## src/design/timer0_pkg.sv

```systemverilog
// Purpose: shared constants and types of the 8-bit timer block
// Assumes: APB with 32-bit data, one register per aligned word
// Notes:   all offsets are byte addresses
package timer0_pkg;
  // ----------------------------------------------------------------
  // register byte offsets
  // ----------------------------------------------------------------
  localparam logic [7:0] ADDR_COUNT  = 8'h00; // timer_count
  localparam logic [7:0] ADDR_INTCTL = 8'h04; // interrupt_control
  localparam logic [7:0] ADDR_OPTION = 8'h08; // option_config
  localparam logic [7:0] ADDR_STAT   = 8'h0C; // irq status, w1c
  localparam logic [7:0] ADDR_MASK   = 8'h10; // irq mask

  // ----------------------------------------------------------------
  // field positions and reset values
  // ----------------------------------------------------------------
  localparam int IC_FLAG = 2;  // overflow_flag in interrupt_control
  localparam int IC_EN   = 5;  // overflow_irq_enable
  localparam int ST_OVF  = 0;  // overflow event in status and mask
  localparam logic [7:0] OPTION_RST = 8'hFF;
  localparam logic [7:0] COUNT_RST  = 8'h00;
  localparam logic [7:0] COUNT_MAX  = 8'hFF;

  // ----------------------------------------------------------------
  // timing counts
  // ----------------------------------------------------------------
  localparam logic [1:0] INHIBIT_CYC = 2'h2; // instr cycles held off
  localparam int         PHASES      = 4;    // pclk per instr cycle

  // instruction-cycle phases, gray order q1 q2 q3 q4
  typedef enum logic [1:0] {
    PH_Q1 = 2'b00,
    PH_Q2 = 2'b01,
    PH_Q3 = 2'b11,
    PH_Q4 = 2'b10
  } phase_e;

  // option_config layout, bit 7 first
  typedef struct packed {
    logic       pullup_dis;          // stored only
    logic       int_edge;            // stored only
    logic       clock_source_select; // 1 external pin
    logic       source_edge_select;  // 1 falling edge
    logic       prescaler_assign;    // 1 watchdog
    logic [2:0] prescale_rate;
  } option_s;
endpackage : timer0_pkg

```

## src/design/pin_edge_sync.sv

```systemverilog
// Purpose: bring the count pin into pclk and detect its edges
// Assumes: pin is asynchronous to pclk
// Notes:   edge is a one-cycle pulse
`timescale 1ns/1ps
module pin_edge_sync (
  input  wire logic pclk,
  input  wire logic presetn,
  input  wire logic clk_en,
  input  wire logic pin,      // asynchronous count pin
  input  wire logic fall_sel, // 1 counts high-to-low
  output logic      edge_hit  // selected edge seen
);
  // ----------------------------------------------------------------
  // two-flop synchroniser plus history flop
  // ----------------------------------------------------------------
  logic s1; // metastable stage, read only by s2
  logic s2; // synchronised level
  logic s3; // previous level

  // shift chain, frozen by clk_en
  always_ff @(posedge pclk or negedge presetn) begin
    if (!presetn) begin
      s1 <= 1'b0;
      s2 <= 1'b0;
      s3 <= 1'b0;
    end else if (clk_en) begin
      s1 <= pin;
      s2 <= s1;
      s3 <= s2;
    end
  end

  assign edge_hit = fall_sel ? (s3 & ~s2) : (~s3 & s2);
endmodule : pin_edge_sync

```

## src/design/prescale_div.sv

```systemverilog
// Purpose: shared binary prescaler with selectable tap
// Assumes: tick is a one-cycle pulse
// Notes:   shift n divides by 2**n, n of 0 passes tick through
`timescale 1ns/1ps
module prescale_div #(
  parameter int WIDTH = 8 // counter width, widest tap
) (
  input  wire logic       pclk,
  input  wire logic       presetn,
  input  wire logic       clk_en,
  input  wire logic       clear,   // zero the count
  input  wire logic       tick,    // source pulse
  input  wire logic [3:0] shift,   // log2 of ratio
  output logic            tick_out // divided pulse
);
  // ----------------------------------------------------------------
  // counter and tap
  // ----------------------------------------------------------------
  logic [WIDTH-1:0] cnt;  // not visible to software
  logic [WIDTH-1:0] mask; // low bits of the selected tap

  assign mask = ~({WIDTH{1'b1}} << shift);
  assign tick_out = tick & ((cnt & mask) == mask) & ~clear;

  // clear wins over a tick in the same cycle
  always_ff @(posedge pclk or negedge presetn) begin
    if (!presetn) begin
      cnt <= '0;
    end else if (clk_en) begin
      if (clear) begin
        cnt <= '0;
      end else if (tick) begin
        cnt <= cnt + {{(WIDTH-1){1'b0}}, 1'b1};
      end
    end
  end
endmodule : prescale_div

```

## src/design/timer0_top.sv

```systemverilog
// Purpose: 8-bit timer/counter with shared prescaler on APB
// Assumes: pclk is the oscillator, four pclk per instruction cycle
// Notes:   sleep and watchdog inputs come from pclk logic
//
// Function
// - timer mode steps once per instruction cycle
// - count write holds off two instruction cycles
// - bit 5 selects pin or instruction clock
// - bit 4 selects falling or rising pin edge
// - one prescaler, watchdog or timer, bit 3
// - rate code sets ratio, watchdog half
// - undivided timer only with watchdog assignment
// - count write clears timer-assigned prescaler
// - watchdog clear clears watchdog-assigned prescaler
// - wrap FFh to 00h sets overflow flag
// - flag sticks; request needs flag and enable
// - sleep freezes the counter
// - prescaler output sampled on phases two, four
//
// Design decisions made here: the address map and the APB slave port.
`timescale 1ns/1ps
module timer0_top
  import timer0_pkg::*;
(
  input  wire logic        pclk,
  input  wire logic        presetn,
  input  wire logic        clk_en,
  input  wire logic        psel,
  input  wire logic        penable,
  input  wire logic        pwrite,
  input  wire logic [7:0]  paddr,
  input  wire logic [31:0] pwdata,
  output logic      [31:0] prdata,
  output logic             pready,
  output logic             pslverr,
  input  wire logic        external_count_pin,
  input  wire logic        sleep,
  input  wire logic        watchdog_clear_instruction,
  input  wire logic        watchdog_src_tick,
  output logic             watchdog_tick,
  output logic             overflow_irq_req,
  output logic             irq
);
  // ----------------------------------------------------------------
  // state
  // ----------------------------------------------------------------
  logic [7:0] timer_count;   // the counter
  option_s    opt;           // option_config
  logic       overflow_flag; // sticky overflow flag
  logic       ovf_irq_en;    // overflow_irq_enable
  logic       stat;          // irq status, overflow event
  logic       mask;          // irq mask
  phase_e     phase;         // instruction-cycle phase
  logic [1:0] inhibit;       // instr cycles left to hold off
  logic       pend;          // divided tick awaiting sample

  // ----------------------------------------------------------------
  // internal nets
  // ----------------------------------------------------------------
  logic       run;        // counting allowed
  logic       q2;         // second_phase_clock
  logic       q4;         // fourth_phase_clock
  logic       sample;     // q2 or q4
  logic       ext_edge;   // selected pin edge
  logic       src_tick;   // chosen source pulse
  logic       pre_in;     // prescaler input
  logic [3:0] pre_shift;  // prescaler tap
  logic       pre_clear;  // prescaler clear
  logic       pre_en;     // prescaler enable
  logic       pre_out;    // prescaler output
  logic       tim_tick;   // pulse offered to the counter
  logic       inc;        // counter steps this cycle
  logic       ovf;        // counter wraps this cycle
  logic       hit;        // address is mapped
  logic [7:0] rd_data;    // read mux
  logic       bus_done;   // last access cycle
  logic       wr;         // accepted write
  logic       count_wr;   // write to timer_count
  logic       intctl_wr;  // write to interrupt_control
  logic       option_wr;  // write to option_config
  logic       stat_wr;    // write to status
  logic       mask_wr;    // write to mask

  // ----------------------------------------------------------------
  // APB decode
  // ----------------------------------------------------------------
  // access completes on the second penable cycle
  assign bus_done  = clk_en & psel & penable & pready;
  assign wr        = bus_done & pwrite & hit;
  assign count_wr  = wr & (paddr == ADDR_COUNT);
  assign intctl_wr = wr & (paddr == ADDR_INTCTL);
  assign option_wr = wr & (paddr == ADDR_OPTION);
  assign stat_wr   = wr & (paddr == ADDR_STAT);
  assign mask_wr   = wr & (paddr == ADDR_MASK);

  // read mux; unused bits read zero
  always_comb begin
    rd_data = 8'h00;
    hit     = 1'b1;
    case (paddr)
      ADDR_COUNT:  rd_data = timer_count;
      ADDR_INTCTL: begin
        rd_data[IC_FLAG] = overflow_flag;
        rd_data[IC_EN]   = ovf_irq_en;
      end
      ADDR_OPTION: rd_data = opt;
      ADDR_STAT:   rd_data[ST_OVF] = stat;
      ADDR_MASK:   rd_data[ST_OVF] = mask;
      default:     hit = 1'b0;
    endcase
  end

  // one wait state; data and error ready with pready
  always_ff @(posedge pclk or negedge presetn) begin
    if (!presetn) begin
      pready  <= 1'b0;
      prdata  <= 32'h0000_0000;
      pslverr <= 1'b0;
    end else if (clk_en) begin
      if (psel && penable && !pready) begin
        pready  <= 1'b1;
        prdata  <= {24'h00_0000, rd_data};
        pslverr <= ~hit;
      end else begin
        pready  <= 1'b0;
        pslverr <= 1'b0;
      end
    end
  end

  // ----------------------------------------------------------------
  // instruction-cycle phases
  // ----------------------------------------------------------------
  // sleep stops the timer
  assign run    = clk_en & ~sleep;
  assign q2     = (phase == PH_Q2);
  assign q4     = (phase == PH_Q4);
  assign sample = q2 | q4;

  // gray walk q1 q2 q3 q4
  always_ff @(posedge pclk or negedge presetn) begin
    if (!presetn) begin
      phase <= PH_Q1;
    end else if (run) begin
      case (phase)
        PH_Q1:   phase <= PH_Q2;
        PH_Q2:   phase <= PH_Q3;
        PH_Q3:   phase <= PH_Q4;
        PH_Q4:   phase <= PH_Q1;
        default: phase <= PH_Q1;
      endcase
    end
  end

  // ----------------------------------------------------------------
  // source and prescaler routing
  // ----------------------------------------------------------------
  pin_edge_sync u_sync (
    .pclk     (pclk),
    .presetn  (presetn),
    .clk_en   (clk_en),
    .pin      (external_count_pin),
    .fall_sel (opt.source_edge_select),
    .edge_hit (ext_edge)
  );

  // pin edges or one per instruction cycle
  assign src_tick = opt.clock_source_select ? ext_edge : q4;
  assign pre_in = opt.prescaler_assign ? watchdog_src_tick : src_tick;
  // timer ratio is one tap deeper than watchdog
  assign pre_shift = opt.prescaler_assign ? {1'b0, opt.prescale_rate}
                   : {1'b0, opt.prescale_rate} + 4'h1;
  assign pre_clear = opt.prescaler_assign
                   ? (clk_en & watchdog_clear_instruction) : count_wr;
  // watchdog keeps its prescaler through sleep
  assign pre_en = clk_en & (opt.prescaler_assign | ~sleep | pre_clear);

  prescale_div #(.WIDTH(8)) u_pre (
    .pclk     (pclk),
    .presetn  (presetn),
    .clk_en   (pre_en),
    .clear    (pre_clear),
    .tick     (pre_in),
    .shift    (pre_shift),
    .tick_out (pre_out)
  );

  // undivided only when watchdog holds it
  assign tim_tick = opt.prescaler_assign ? src_tick : pre_out;

  // divided or undivided tick to the watchdog
  always_ff @(posedge pclk or negedge presetn) begin
    if (!presetn) begin
      watchdog_tick <= 1'b0;
    end else if (clk_en) begin
      watchdog_tick <= opt.prescaler_assign ? pre_out
                     : watchdog_src_tick;
    end
  end

  // ----------------------------------------------------------------
  // counter
  // ----------------------------------------------------------------
  // pin ticks wait for the next q2 or q4 sample
  always_ff @(posedge pclk or negedge presetn) begin
    if (!presetn) begin
      pend <= 1'b0;
    end else if (count_wr) begin
      pend <= 1'b0;
    end else if (run) begin
      if (sample) begin
        pend <= 1'b0;
      end else if (tim_tick) begin
        pend <= 1'b1;
      end
    end
  end

  always_ff @(posedge pclk or negedge presetn) begin
    if (!presetn) begin
      inhibit <= 2'h0;
    end else if (count_wr) begin
      inhibit <= INHIBIT_CYC;
    end else if (run && q4 && inhibit != 2'h0) begin
      inhibit <= inhibit - 2'h1;
    end
  end

  assign inc = run & sample & (pend | tim_tick)
             & (inhibit == 2'h0) & ~count_wr;
  assign ovf = inc & (timer_count == COUNT_MAX);

  // a software write beats a step in the same cycle
  always_ff @(posedge pclk or negedge presetn) begin
    if (!presetn) begin
      timer_count <= COUNT_RST;
    end else if (count_wr) begin
      timer_count <= pwdata[7:0];
    end else if (inc) begin
      timer_count <= timer_count + 8'h01;
    end
  end

  // option_config; upper two bits only stored
  always_ff @(posedge pclk or negedge presetn) begin
    if (!presetn) begin
      opt <= OPTION_RST;
    end else if (option_wr) begin
      opt <= pwdata[7:0];
    end
  end

  // ----------------------------------------------------------------
  // flags and interrupts
  // ----------------------------------------------------------------
  // wrap sets the flag, set beats clear
  always_ff @(posedge pclk or negedge presetn) begin
    if (!presetn) begin
      overflow_flag <= 1'b0;
      ovf_irq_en    <= 1'b0;
    end else begin
      if (ovf) begin
        overflow_flag <= 1'b1;
      end else if (intctl_wr) begin
        overflow_flag <= pwdata[IC_FLAG];
      end
      if (intctl_wr) begin
        ovf_irq_en <= pwdata[IC_EN];
      end
    end
  end

  // status write-one-to-clear; mask plain
  always_ff @(posedge pclk or negedge presetn) begin
    if (!presetn) begin
      stat <= 1'b0;
      mask <= 1'b0;
    end else begin
      if (ovf) begin
        stat <= 1'b1;
      end else if (stat_wr && pwdata[ST_OVF]) begin
        stat <= 1'b0;
      end
      if (mask_wr) begin
        mask <= pwdata[ST_OVF];
      end
    end
  end

  always_ff @(posedge pclk or negedge presetn) begin
    if (!presetn) begin
      overflow_irq_req <= 1'b0;
      irq              <= 1'b0;
    end else if (clk_en) begin
      overflow_irq_req <= overflow_flag & ovf_irq_en;
      irq              <= stat & mask;
    end
  end
endmodule : timer0_top

```

## config.mk

```make
export PLATFORM = sky130hd
export DESIGN_NAME = timer0_top
export DESIGN_NICKNAME = d
export VERILOG_FILES = /design/src/design/timer0_pkg.sv /design/src/design/pin_edge_sync.sv /design/src/design/prescale_div.sv /design/src/design/timer0_top.sv
export SDC_FILE = /design/constraint.sdc
export NUM_CORES = 1
export LEC_CHECK = 0
export ABC_CLOCK_PERIOD_IN_PS = 5800
export CORE_UTILIZATION = 55
export DETAILED_ROUTE_END_ITERATION = 10
export DONT_BUFFER_PORTS = 1
export PLACE_DENSITY = 0.74
export SYNTH_ARGS = -nofsm -noshare
export SYNTH_HDL_FRONTEND = slang
export SYNTH_HIERARCHICAL = 1
export SYNTH_SLANG_ARGS = --single-unit
```

## constraint.sdc

```tcl
create_clock -name pclk -period 5.8 [get_ports pclk]
set_clock_uncertainty 0.05 [all_clocks]
set_input_delay 1.16 -clock pclk [delete_from_list [all_inputs] [get_ports pclk]]
set_output_delay 1.16 -clock pclk [all_outputs]
set_load 0.02 [all_outputs]
```

* After elaboration in Yosys (flattened, before gate mapping)
Index checks and enable logic that the tools add are counted.
** Operators by class
- Shift-type cells :: 1
- Bitwise operators :: 36
- $add $sub $neg :: 4
- Reduce and logical (&&, ||, !) cells :: 21
- Eq/ne operators :: 9
- Muxes and demuxes :: 31
** Operator list (number)
- $mux 8 :: 4
- $and 1x1->1 :: 24
- $mux 1 :: 17
- $add 8x1->8 const B :: 2
- $eq 8x4->1 const B :: 2
- $reduce_bool 2->1 :: 7
- $and 8x8->8 :: 1
- $eq 8x3->1 const B :: 1
- $eq 8x5->1 const B :: 1
- $eq 8x8->1 :: 1
- $eq 8x8->1 const B :: 1
- $logic_not 8->1 :: 1
- $not 8->8 :: 1
- $pmux 2 s2 :: 2
- $pmux 2 s4 :: 1
- $shl 8x4->8 const A :: 1
- $not 1->1 :: 6
- $pmux 1 s3 :: 2
- $reduce_and 2->1 :: 3
- $logic_and 1x1->1 :: 5
- $reduce_or 5->1 :: 1
- $add 3x1->4 const B :: 1
- $eq 2x2->1 const B :: 2
- $logic_not 2->1 :: 2
- 9 further kinds :: 13
** Word-level totals
- Input port bits :: 50
- Word-level logic and storage cells :: 126
- Flip-flop bits (word level) :: 49

* Longest topological paths before layout
Gate-level depths: netlist of the first run.
- Depth after elaboration :: 16
- Gate-level depth with buffers :: 13

* Hierarchy
The synthesis of the first run kept the hierarchy.
** Modules (own cells, without submodules)
- timer0_top :: instances 1, cells each 233, area an instance 2272.2 µm²
- prescale_div :: instances 1, cells each 62, area an instance 541.8 µm²
- pin_edge_sync :: instances 1, cells each 9, area an instance 125.1 µm²

* Worst setup path before layout of the first run
OpenSTA, ideal clock, no wires.
- Path type :: input to register
- Start :: input port paddr[1]
- End :: register timer_count[5]
- Required time :: 5.627 ns
- Arrival :: 3.624 ns
- Path buffers :: 2
- Cell stages on the path :: 13
- Setup time :: 0.123 ns
- Path slack :: 2.004 ns
- Cell sequence :: or4_4 > nor3_4 > nand3_2 > buf_6 > o21ai_1 > buf_4 > nor3b_1 > and4_1 > nor3_1 > a2111oi_4 > nand4_1 > xor2_1 > a21oi_1
** On the way
- Word-level cells in the longest chain between the ends :: 14
- Elaborated cells between the ends (all ways) :: 20
- Those cells by class :: eq/ne: 4; mux: 4; bitwise: 9; reduce/logical: 3
** RTL lines
- from (decl) :: line timer0_top.sv:31 : input wire logic [7:0] paddr,
- $eq 8x3->1 (tied with other cells) :: line timer0_top.sv:100 : case (paddr)
- $reduce_or 5->1 (no source line)
- $mux 1 :: line timer0_top.sv:100
- $and 1x1->1 :: line timer0_top.sv:89 : assign wr = bus_done & pwrite & hit;
- $and 1x1->1 * :: line timer0_top.sv:90 : assign count_wr = wr & (paddr == ADDR_COUNT);
- $mux 1 * :: line timer0_top.sv:174 : ? (clk_en & watchdog_clear_instruction) : count_wr;
- named net pre_clear :: line timer0_top.sv:68 : logic pre_clear;
- $not 1->1 * :: line prescale_div.sv:23 : assign tick_out = tick & ((cnt & mask) == mask) & ~clear;
- $and 1x1->1 * :: line prescale_div.sv:23
- named net pre_out :: line timer0_top.sv:70 : logic pre_out;
- $mux 1 * :: line timer0_top.sv:189 : assign tim_tick = opt.prescaler_assign ? src_tick : pre_out;
- $or 1x1->1 * :: line timer0_top.sv:229 : assign inc = run & sample & (pend | tim_tick)
- $and 1x1->1 * :: line timer0_top.sv:229
- $and 1x1->1 * (2 in series) :: line timer0_top.sv:230 : & (inhibit == 2'h0) & ~count_wr;
- $reduce_bool 2->1 (no source line) *
- to (signal assigned) :: line timer0_top.sv:238 : timer_count <= pwdata[7:0];
- to (signal assigned) :: line timer0_top.sv:240 : timer_count <= timer_count + 8'h01;
- to (decl) :: line timer0_top.sv:47 : logic [7:0] timer_count;
The timed path passes the listed nets; every way through them passes the cells marked *.
A chain may end at the register's enable or synchronous reset.

* Worst setup path after layout of the first run
- Start :: input port paddr[1]
- End :: register timer_count[3]
Same word-level chain as after synthesis.

==> results of run 1 <==
registers in the layout, summed over array words and instances (netlist names), 2 cells and up:
name / flops
u_pre/cnt: 8
opt: 8
timer_count: 8
phase: 2
inhibit: 2
prdata: 8
critical path, cell delays in order:
cell and delay (ns):
or4_4 0.53, nor3_4 0.31, nand3_2 0.41, o21ai_1 0.64, nor3b_1 0.11, and4_1 0.24
nor3_1 0.35, a2111oi_4 0.16, nand4_1 0.16, xor2_1 0.16, a21oi_1 0.08
routing by layer:
metal	global-route usage [%]	share of wire (%)	up-vias
li1	-	-	990
met1	27.5	44	949
met2	38.0	50	53
met3	4.42	5.1	5
met4	5.66	0.81	0
met5	0	0	-
stage by stage:
stage	instances	hold slack, ns	util, %	setup WS, ns	total power [W]
5_1_grt	371	0.463	57.9	1.24	0.000943
6_report	371	0.463	57.9	1.61	0.000881
3_3_place_gp	363	0.443	56.0	1.35	0.000662
4_1_cts	371	0.469	57.9	1.58	0.000892
2_1_floorplan	327	0.425	-	2.00	0.000647
3_5_place_dp	363	0.442	56.0	1.31	0.000672
cell families after synthesis:
kind of cell	count (synthesis)
other cells	1
flops	49
buf+inv	50
mux	29
xor+xnor	12
fa+ha+maj	8
compound gates	53
simple gates	102
final timing paths:
| check | end | slack, ns | depth (start not counted) |
|---|---|---|---|
| setup / recovery | timer_count[3] | 1.61 | 11 |
| hold / removal | u_sync/s1 | 0.46 | 1 |
| setup reg to reg | timer_count[3] | 2.18 | 11 |
| hold reg to reg | u_sync/s1 | 0.46 | 1 |
| max in group asynchronous | opt[5] | 5.01 | 0 |
| min in group asynchronous | prdata[0] | 0.49 | 0 |
synth_stat cells, drive strengths merged, types with 2 or more instances:
master   instances  share of area [%]
dfrtp           41                 35
nand2           32                4.1
buf             29                7.3
nor2            22                2.8
o21ai           21                3.6
a21oi           16                2.7
inv             16                2.0
mux2            15                5.7
mux2i           14                4.8
nand3           14                2.7
dfstp            8                7.2
ha               8                3.4
nand4            6                1.3
nor3             6                1.6
xnor2            6                1.8
xor2             6                1.8
clkbuf           5               0.64
nand2b           5                1.1
o22ai            4               0.85
a31oi            3               0.64
nor3b            3               0.77
and3             2               0.43
and4             2               0.60
nor2b            2               0.43
o21a             2               0.51
o2bb2ai          2               0.81
final cells by class:
type	count	area, µm²
fillers	479	2160
multi-input cells	228	1500
flip-flops and latches	49	1240
well taps	70	87.6
clock buffers	5	68.8
inverters	16	60.1
clock inverters	3	28.8
power by group through the flow:
| stage | registers [W] | clock network [W] | logic [W] |
|---|---|---|---|
| after floorplan | 0.000442 | 0 | 0.000205 |
| after global placement | 0.000456 | 0 | 0.000206 |
| after detailed placement | 0.000458 | 0 | 0.000214 |
| after CTS | 0.000453 | 0.000224 | 0.000216 |
| after global routing | 0.000462 | 0.000235 | 0.000246 |
| final | 0.000453 | 0.000214 | 0.000214 |
==> flow_summary.yaml, run 1 <==
logic_synthesis:
  synthArstFlopShare_pct: 100
  synth_seq_area_share_pct: 42.1
  synth.avg_cell_area_um2: 9.67
  synth-simple-area-share_pct: 18.9
  synth_cell_types: 48
  synth-seq-cells: 49
  synthXorXnorAreaFrac_pct: 3.58
  synth_top_family_by_area: "simple AND/OR/NAND/NOR gates"
  yosysWarningCount: 6
  synth_edf_count: 0
  synth_area_um2: 2940
  synthMuxAreaShare_pct: 10.5
  yosys.area_share.adder_pct: 3.41
  syn_inst: 304
  synth_flop_cell: "dfrtp_1"
  synth-compound-area-share_pct: 11.5
die:
  die_y_um: 75.1
  num_rows: 26
  die_w_um: 75.1
  initial_core_util_pct: 57.2
  io_pins: 87
  fp.coreArea_um2: 5140
  die-area_um2: 5640
clock_tree:
  htree_num_levels: 2
  cts_tree: "yes"
  ctsLongestPathBuffers: 2
  cts_buffers: 5
  clock-sinks: 49
  cts_setup_buffers: 0
  clockRootBuffer: "clkbuf_8"
  ctsHoldBuffers: 0
  clk_pin_slew_worst_paths_ns: 0.09
  ctsResizeCount: 0
  clock_latency_ns: 0.31
timing:
  timing.final.crit_share_pct: 72.3
  rsz0062_at_grt: "no"
  max_freq_mhz: 238
  worst_pin_slew_ns: 0.930
  hold_violations: 0
  slew_headroom_pct: 37.7
  timing.setup.tns_ns: 0
  finalSetupViolCount: 0
  slew_viol_final: 0
  layout_min_cycle_time_ns: 4.19
final_layout:
  drive_gt1_share_pct: 14.6
  n_antenna_cell: 0
  final_nets: 358
  fin_area_um2: 2980
  syn2layout_area_growth_pct: 1.32
  final_common_cell: "dfrtp_1"
  most-common-layout-cells: "dfrtp_1 (41), nand2_1 (32), conb_1 (24)"
grt:
  grt_pass1_vias: 1953
  antenna_found_initial: 0
  grt_pass1_wl_um: 9170
  grt_max_degree: 50
  overflow: 0
  grt_util_all_layers_pct: 21.8
routing:
  drt_pass1_iterations: 4
  totalWireLength_um: 5400
  ant_nets: 0
  first_iter_violations: 104
  viasPerCell: 5.38
  via_count: 1997
  drc: 0
  avgRoutedWirePerCell_um: 14.6
power:
  p_leak_nw: 1.36
  ir_drop_mv: 0.162
  powerDensity_nw_per_um2: 296
  swShare_pct: 34.3
  p_int_w: 0.000579
  clkPwrFrac_pct: 24.3
  p_seq_share_pct: 51.5
  p_sw_w: 0.000303
  pwr-share-comb_pct: 24.2
critical_path:
  crit_fanout: 19
  cp-startpoint: "paddr[1]"
  r2r_start: "pready"
  critPathLaunchType: "primary input"
  crit_path_end_kind: "flip-flop"
  crit_type: "in2reg"
  worstPathRequired_ns: 5.93
  arrival_ns: 4.32
run_status:
  outcome: "completed"
min_path:
  hold_class: "reg2reg"
  hp-start: "u_sync/s1"
flow_run:
  drv_cap: 0
place:
  hpwl_um: 3940
  place_area_um2: 2880
  numPortBuffers: 0
  routabilityCongestion: 0.762
No activity file was read; power rests on OpenSTA's default activity.
==> inputs of run 2 (changes only) <==
- ABC_AREA: default -> 1
- ABC_CLOCK_PERIOD_IN_PS: 5800 -> 3800
- PLACE_DENSITY: 0.74 -> 0.77
- clock period: 5.8 -> 3.8 ns (I/O delays scaled with it)
==> run 2 against run 1 <==
Combinational power hardly changed. First-iteration DRC count is 46% higher. Via count is 30% higher. Critical endpoint is now timer_count[0]. Total power is 37% higher. Design area is 6.3% higher. Critical path type is now reg2reg. Routed wire length is 23% higher. Utilization is 0.12 points lower. Die area is 5.8% higher. Critical path depth is 3 higher.
==> flow_summary.yaml, run 2 <==
run_status:
  outcome: "completed"
place:
  routabilityCongestion: 0.855
  numPortBuffers: 0
  dp_slack_ns: 0.808
  hpwl_um: 4870
critical_path:
  crit_fanout: 9
  r2r_end: "timer_count[0]"
  worstPathRequired_ns: 3.99
  crit_type: "reg2reg"
  r2r_slack_ns: 0.93
  r2r.worst_path.cells: 14
  crit_end: "timer_count[0]"
  cp-startpoint: "pready"
  critPathLaunchType: "flip-flop"
  r2r_start: "pready"
  crit_path_end_kind: "flip-flop"
  arrival_ns: 3.06
die:
  die_w_um: 77.3
  die-area_um2: 5970
  fp.coreArea_um2: 5470
  num_rows: 27
  io_pins: 87
  die_y_um: 77.3
  initial_core_util_pct: 56.9
clock_tree:
  clockRootBuffer: "clkbuf_8"
  clock_latency_ns: 0.30
  cts_setup_buffers: 0
  htree_num_levels: 2
  ctsHoldBuffers: 0
  clock-sinks: 49
  cts_tree: "yes"
  clk_pin_slew_worst_paths_ns: 0.09
  ctsLongestPathBuffers: 2
  cts_buffers: 5
  ctsResizeCount: 0
timing:
  whs_ns: 0.0950
  hold_violations: 0
  slew_headroom_pct: 66.3
  layout_min_cycle_time_ns: 2.87
  finalSetupViolCount: 0
  max_freq_mhz: 348
  slew_viol_final: 0
  setup_ws_ns: 0.929
  rsz0062_at_grt: "no"
  timing.setup.tns_ns: 0
  timing.final.crit_share_pct: 75.5
  worst_pin_slew_ns: 0.500
logic_synthesis:
  synth-compound-area-share_pct: 8.03
  yosysWarningCount: 6
  synth.avg_cell_area_um2: 7.42
  yosysMostFrequentCell: "nand2_1"
  synthMuxAreaShare_pct: 0
  synthArstFlopShare_pct: 100
  synth_area_um2: 3120
  synth_top_area_share_pct: 32.9
  synth_top_family_by_area: "simple AND/OR/NAND/NOR gates"
  synth_seq_area_share_pct: 39.7
  synth_flop_cell: "dfrtp_1"
  yosysTopAreaCell: "dfrtp_1"
  synth-seq-cells: 49
  synth-simple-area-share_pct: 32.5
  synth_common_cells: "nand2_1 (103), nand3_1 (64), inv_1 (52)"
  synth_cell_types: 36
  synthXorXnorAreaFrac_pct: 1.97
  synthTopCellsByArea: "dfrtp_1 (33%), nand2_1 (12%), nand3_1 (10%)"
  yosys.area_share.adder_pct: 3.21
  syn_inst: 420
  synth_edf_count: 0
routing:
  first_iter_violations: 152
  viasPerCell: 5.26
  totalWireLength_um: 6640
  drt_pass1_iterations: 4
  ant_nets: 0
  drc: 0
  avgRoutedWirePerCell_um: 13.4
  via_count: 2602
grt:
  use_met1_pct: 31.6
  grt_pass1_vias: 2439
  grt_util_all_layers_pct: 24.0
  grt_pass1_wl_um: 11400
  grt_max_degree: 50
  overflow: 0
  grt_use_met2_pct: 38.8
  antenna_found_initial: 0
  grt_use_met3_pct: 5.95
  grt_busiest_layer: "met2"
min_path:
  hold_class: "in2async"
final_layout:
  most-common-layout-cells: "nand2_1 (103), nand3_1 (64), inv_1 (52)"
  n_antenna_cell: 0
  syn2layout_area_growth_pct: 1.57
  drive_gt1_share_pct: 8.51
  final_common_cell: "nand2_1"
  final_nets: 480
  nFillCells: 565
power:
  ir_drop_mv: 0.227
  powerDensity_nw_per_um2: 382
  p_leak_nw: 1.62
  power.total_w: 0.00121
flow_run:
  drv_cap: 0
==> run 2: cell count changes in the layout (fill, tap and decap cells not counted), sizes merged, moves of 3 or more <==
cell | previous run | this run
nor3 | 6 | 2
xnor2 | 6 | 3
a21oi | 16 | 13
o21ai | 21 | 29
mux2i | 14 | 0
nand2 | 32 | 107
inv | 18 | 54
mux2 | 15 | 0
nand2b | 5 | 0
o22ai | 4 | 0
nor2 | 22 | 42
nand3 | 14 | 65
==> run 2: per-layer routing <==
layer / up-vias / wire length [µm]
met2: 69 / 3140
met1: 1228 / 2970
met3: 11 / 440
li1: 1294 / -
met5: - / 0
met4: 0 / 93
==> run 2: through the flow <==
stage,utilization (%),area [µm²],instances
floorplan,-,3200,443
global placement,56.0,3060,487
detailed placement,56.0,3060,487
CTS,57.8,3160,495
global route,57.8,3160,495
finish,57.8,3160,495
==> run 2: worst min path at each step <==
| stage | start | endpoint | slack, ns | cells after the start |
|---|---|---|---|---|
| after global placement | presetn | u_sync/s1 | 0.42 | 0 |
| after detailed placement | presetn | u_sync/s2 | 0.42 | 0 |
| final | presetn | u_sync/s2 | 0.1 | 0 |
| after CTS | presetn | u_sync/s2 | 0.09 | 0 |
| after global routing | presetn | u_sync/s2 | 0.07 | 0 |
| after floorplan | u_sync/s1 | u_sync/s2 | 0.40 | 2 |
==> run 2: cell type report <==
| cell class | count | area, µm² | share of cell area [%] |
|---|---|---|---|
| clock buffer | 7 | 96.3 | 3.04 |
| clock inverter | 1 | 5.00 | 0.158 |
| inverter | 55 | 206 | 6.52 |
| multi-input combinational | 309 | 1520 | 47.9 |
| sequential | 49 | 1240 | 39.1 |
| tap | 72 | 90.1 | 2.85 |
| timing repair buffer | 2 | 15.0 | 0.474 |
==> run 2: cells by family after synthesis <==
| group | Yosys count |
|---|---|
| and+or+nand+nor | 225 |
| other | 1 |
| buffers and inverters | 85 |
| AOI/OAI and AO/OA | 45 |
| xor gates and xnor gates | 7 |
| adders and majority gates | 8 |
| DFF | 49 |
==> run 2: power breakdown <==
part           internal (W)  leakage (nW)  total, W  switching, W
combinational     0.0000769         0.954  0.000212      0.000135
sequential         0.000583         0.616  0.000661     0.0000777
clock              0.000165        0.0542  0.000337      0.000172
total              0.000825          1.62   0.00121      0.000385
==> run 2: critical path, cell delays in order (launching register included) <==
cell	delay, ns
dfrtp_1	0.51
nand2_1	0.14
nor2_4	0.24
nand3_1	0.24
o21ai_0	0.23
buf_4	0.17
nor2_1	0.07
o21a_1	0.10
nand3_1	0.07
nor2_1	0.07
a21oi_1	0.29
nand2_1	0.12
nand2_1	0.27
nand3_1	0.13
nand3_1	0.10
==> inputs of run 3 (changes only) <==
- ABC_CLOCK_PERIOD_IN_PS: 3800 -> 2400
- clock period: 3.8 -> 2.4 ns (I/O delays scaled with it)
==> run 3 against run 2 <==
Critical path depth decreased by 1. Via count increased by 2.2%. Utilization increased by 4.1 points. First-iteration DRC count increased by 30%. Count of clock-buffer cells in the layout decreased by 2. Critical endpoint is now timer_count[6]. Largest cell class unchanged.
==> flow_summary.yaml, run 3 (synthesized netlist as in run 2, its figures left out) <==
place:
  dp_slack_ns: -0.0688
  hpwl_um: 4870
  numPortBuffers: 0
  routabilityCongestion: 0.873
clock_tree:
  cts_tree: "yes"
  ctsLongestPathBuffers: 2
  cts_buffers: 5
  clock_latency_ns: 0.31
  clock-sinks: 49
  clk_pin_slew_worst_paths_ns: 0.10
  htree_num_levels: 2
  clockRootBuffer: "clkbuf_8"
timing:
  hold_violations: 0
  setup_ws_ns: 0.154
  layout_min_cycle_time_ns: 2.25
  timing.setup.tns_ns: 0
  whs_ns: 0.198
  finalSetupViolCount: 0
  timing.final.crit_share_pct: 93.6
  max_freq_mhz: 445
  slew_viol_final: 0
final_layout:
  syn2layout_area_growth_pct: 8.80
  final_common_cell: "nand2_1"
  n_antenna_cell: 0
  drive_gt1_share_pct: 14.3
  fin_util_pct: 61.9
  most-common-layout-cells: "nand2_1 (100), nand3_1 (63), inv_1 (52)"
  final_nets: 499
die:
  die_y_um: 77.3
  fp.coreArea_um2: 5470
  die_w_um: 77.3
  die-area_um2: 5970
  initial_core_util_pct: 56.9
  io_pins: 87
  num_rows: 27
power:
  p_leak_nw: 1.74
  swShare_pct: 32.0
  ir_drop_mv: 0.289
  clkPwrFrac_pct: 29.6
  p_int_w: 0.00138
  p_sw_w: 0.000651
  pwr-share-comb_pct: 19.3
  p_seq_share_pct: 51.1
  power.total_w: 0.00204
  powerDensity_nw_per_um2: 600
grt:
  grt_max_degree: 50
  grt_pass1_vias: 2484
  overflow: 0
  grt_pass1_wl_um: 11500
  grt_util_all_layers_pct: 24.2
  antenna_found_initial: 0
critical_path:
  crit_type: "reg2reg"
  path_cells: "inv_1 > nor4_1 > buf_4 > nor2_2 > inv_1 > nand2_1 > nand4_1 > nor2_4 > a21oi_4 > a21oi_4 > buf_4 > nand3_1 > nand3_1"
  critPathMaxStageDelay_ns: 0.56
  worstPathRequired_ns: 2.55
  cp_slowest_cell: "dfstp_2"
  worst-path-buf-inv: 4
  crit_fanout: 4
  crit_family: "simple AND/OR/NAND/NOR gates"
  critPathLaunchType: "flip-flop"
  arrival_ns: 2.40
  crit_path_end_kind: "flip-flop"
routing:
  drc: 0
  avgRoutedWirePerCell_um: 13.2
  ant_nets: 0
  viasPerCell: 5.18
  totalWireLength_um: 6770
  drt_pass1_iterations: 5
  via_count: 2660
  first_iter_violations: 198
min_path:
  hold_class: "in2reg"
flow_run:
  drv_cap: 0
run_status:
  outcome: "completed"
[run 3: worst paths after layout]
check | from | to | slack [ns] | cells after the start
max | opt[1] | timer_count[6] | 0.15 | 13
min | clk_en | u_sync/s2 | 0.20 | 1
max reg2reg | opt[1] | timer_count[6] | 0.15 | 13
min reg2reg | opt[7] | opt[7] | 0.45 | 2
max in group asynchronous | presetn | opt[3] | 1.38 | 2
min in group asynchronous | presetn | irq | 0.64 | 2
[run 3: layer usage]
metal / vias to the layer above / global-route usage (%) / share of wire [%]
met5: - / 0 / 0
met4: 0 / 9.06 / 1.5
met3: 8 / 5.60 / 6.3
met2: 91 / 37.9 / 47
met1: 1220 / 32.5 / 45
li1: 1341 / - / -
[run 3: power groups by stage]
stage               Sequential, W  Combinational (W)  Clock, W
floorplan                 0.00103           0.000305         0
global placement          0.00105           0.000323         0
detailed placement        0.00105           0.000339         0
CTS                       0.00104           0.000367  0.000615
global route              0.00105           0.000461  0.000653
finish                    0.00104           0.000393  0.000602
[run 3: layout make-up]
| class | instances | area (µm²) |
|---|---|---|
| Inverter | 55 | 206 |
| Timing Repair Buffer | 21 | 184 |
| Multi-Input combinational cell | 309 | 1560 |
| Fill cell | 496 | 2080 |
| Tap cell | 72 | 90.1 |
| Clock inverter | 3 | 43.8 |
| Sequential cell | 49 | 1240 |
| Clock buffer | 5 | 68.8 |
[run 3: what timing repair did]
item                                    4_1_cts  5_1_grt
buffers inserted                              2        2
endpoints found under the setup margin       10       10
endpoints found under the hold margin        49        0
gates resized for setup                       2       12
pin swaps                                     1        5
hold buffers                                  2        0
[run 3: metrics by stage]
step	instances	cell area, µm²
final	514	3390
after detailed placement	500	3160
after global placement	500	3160
after CTS	512	3330
after global routing	514	3390
after floorplan	443	3210
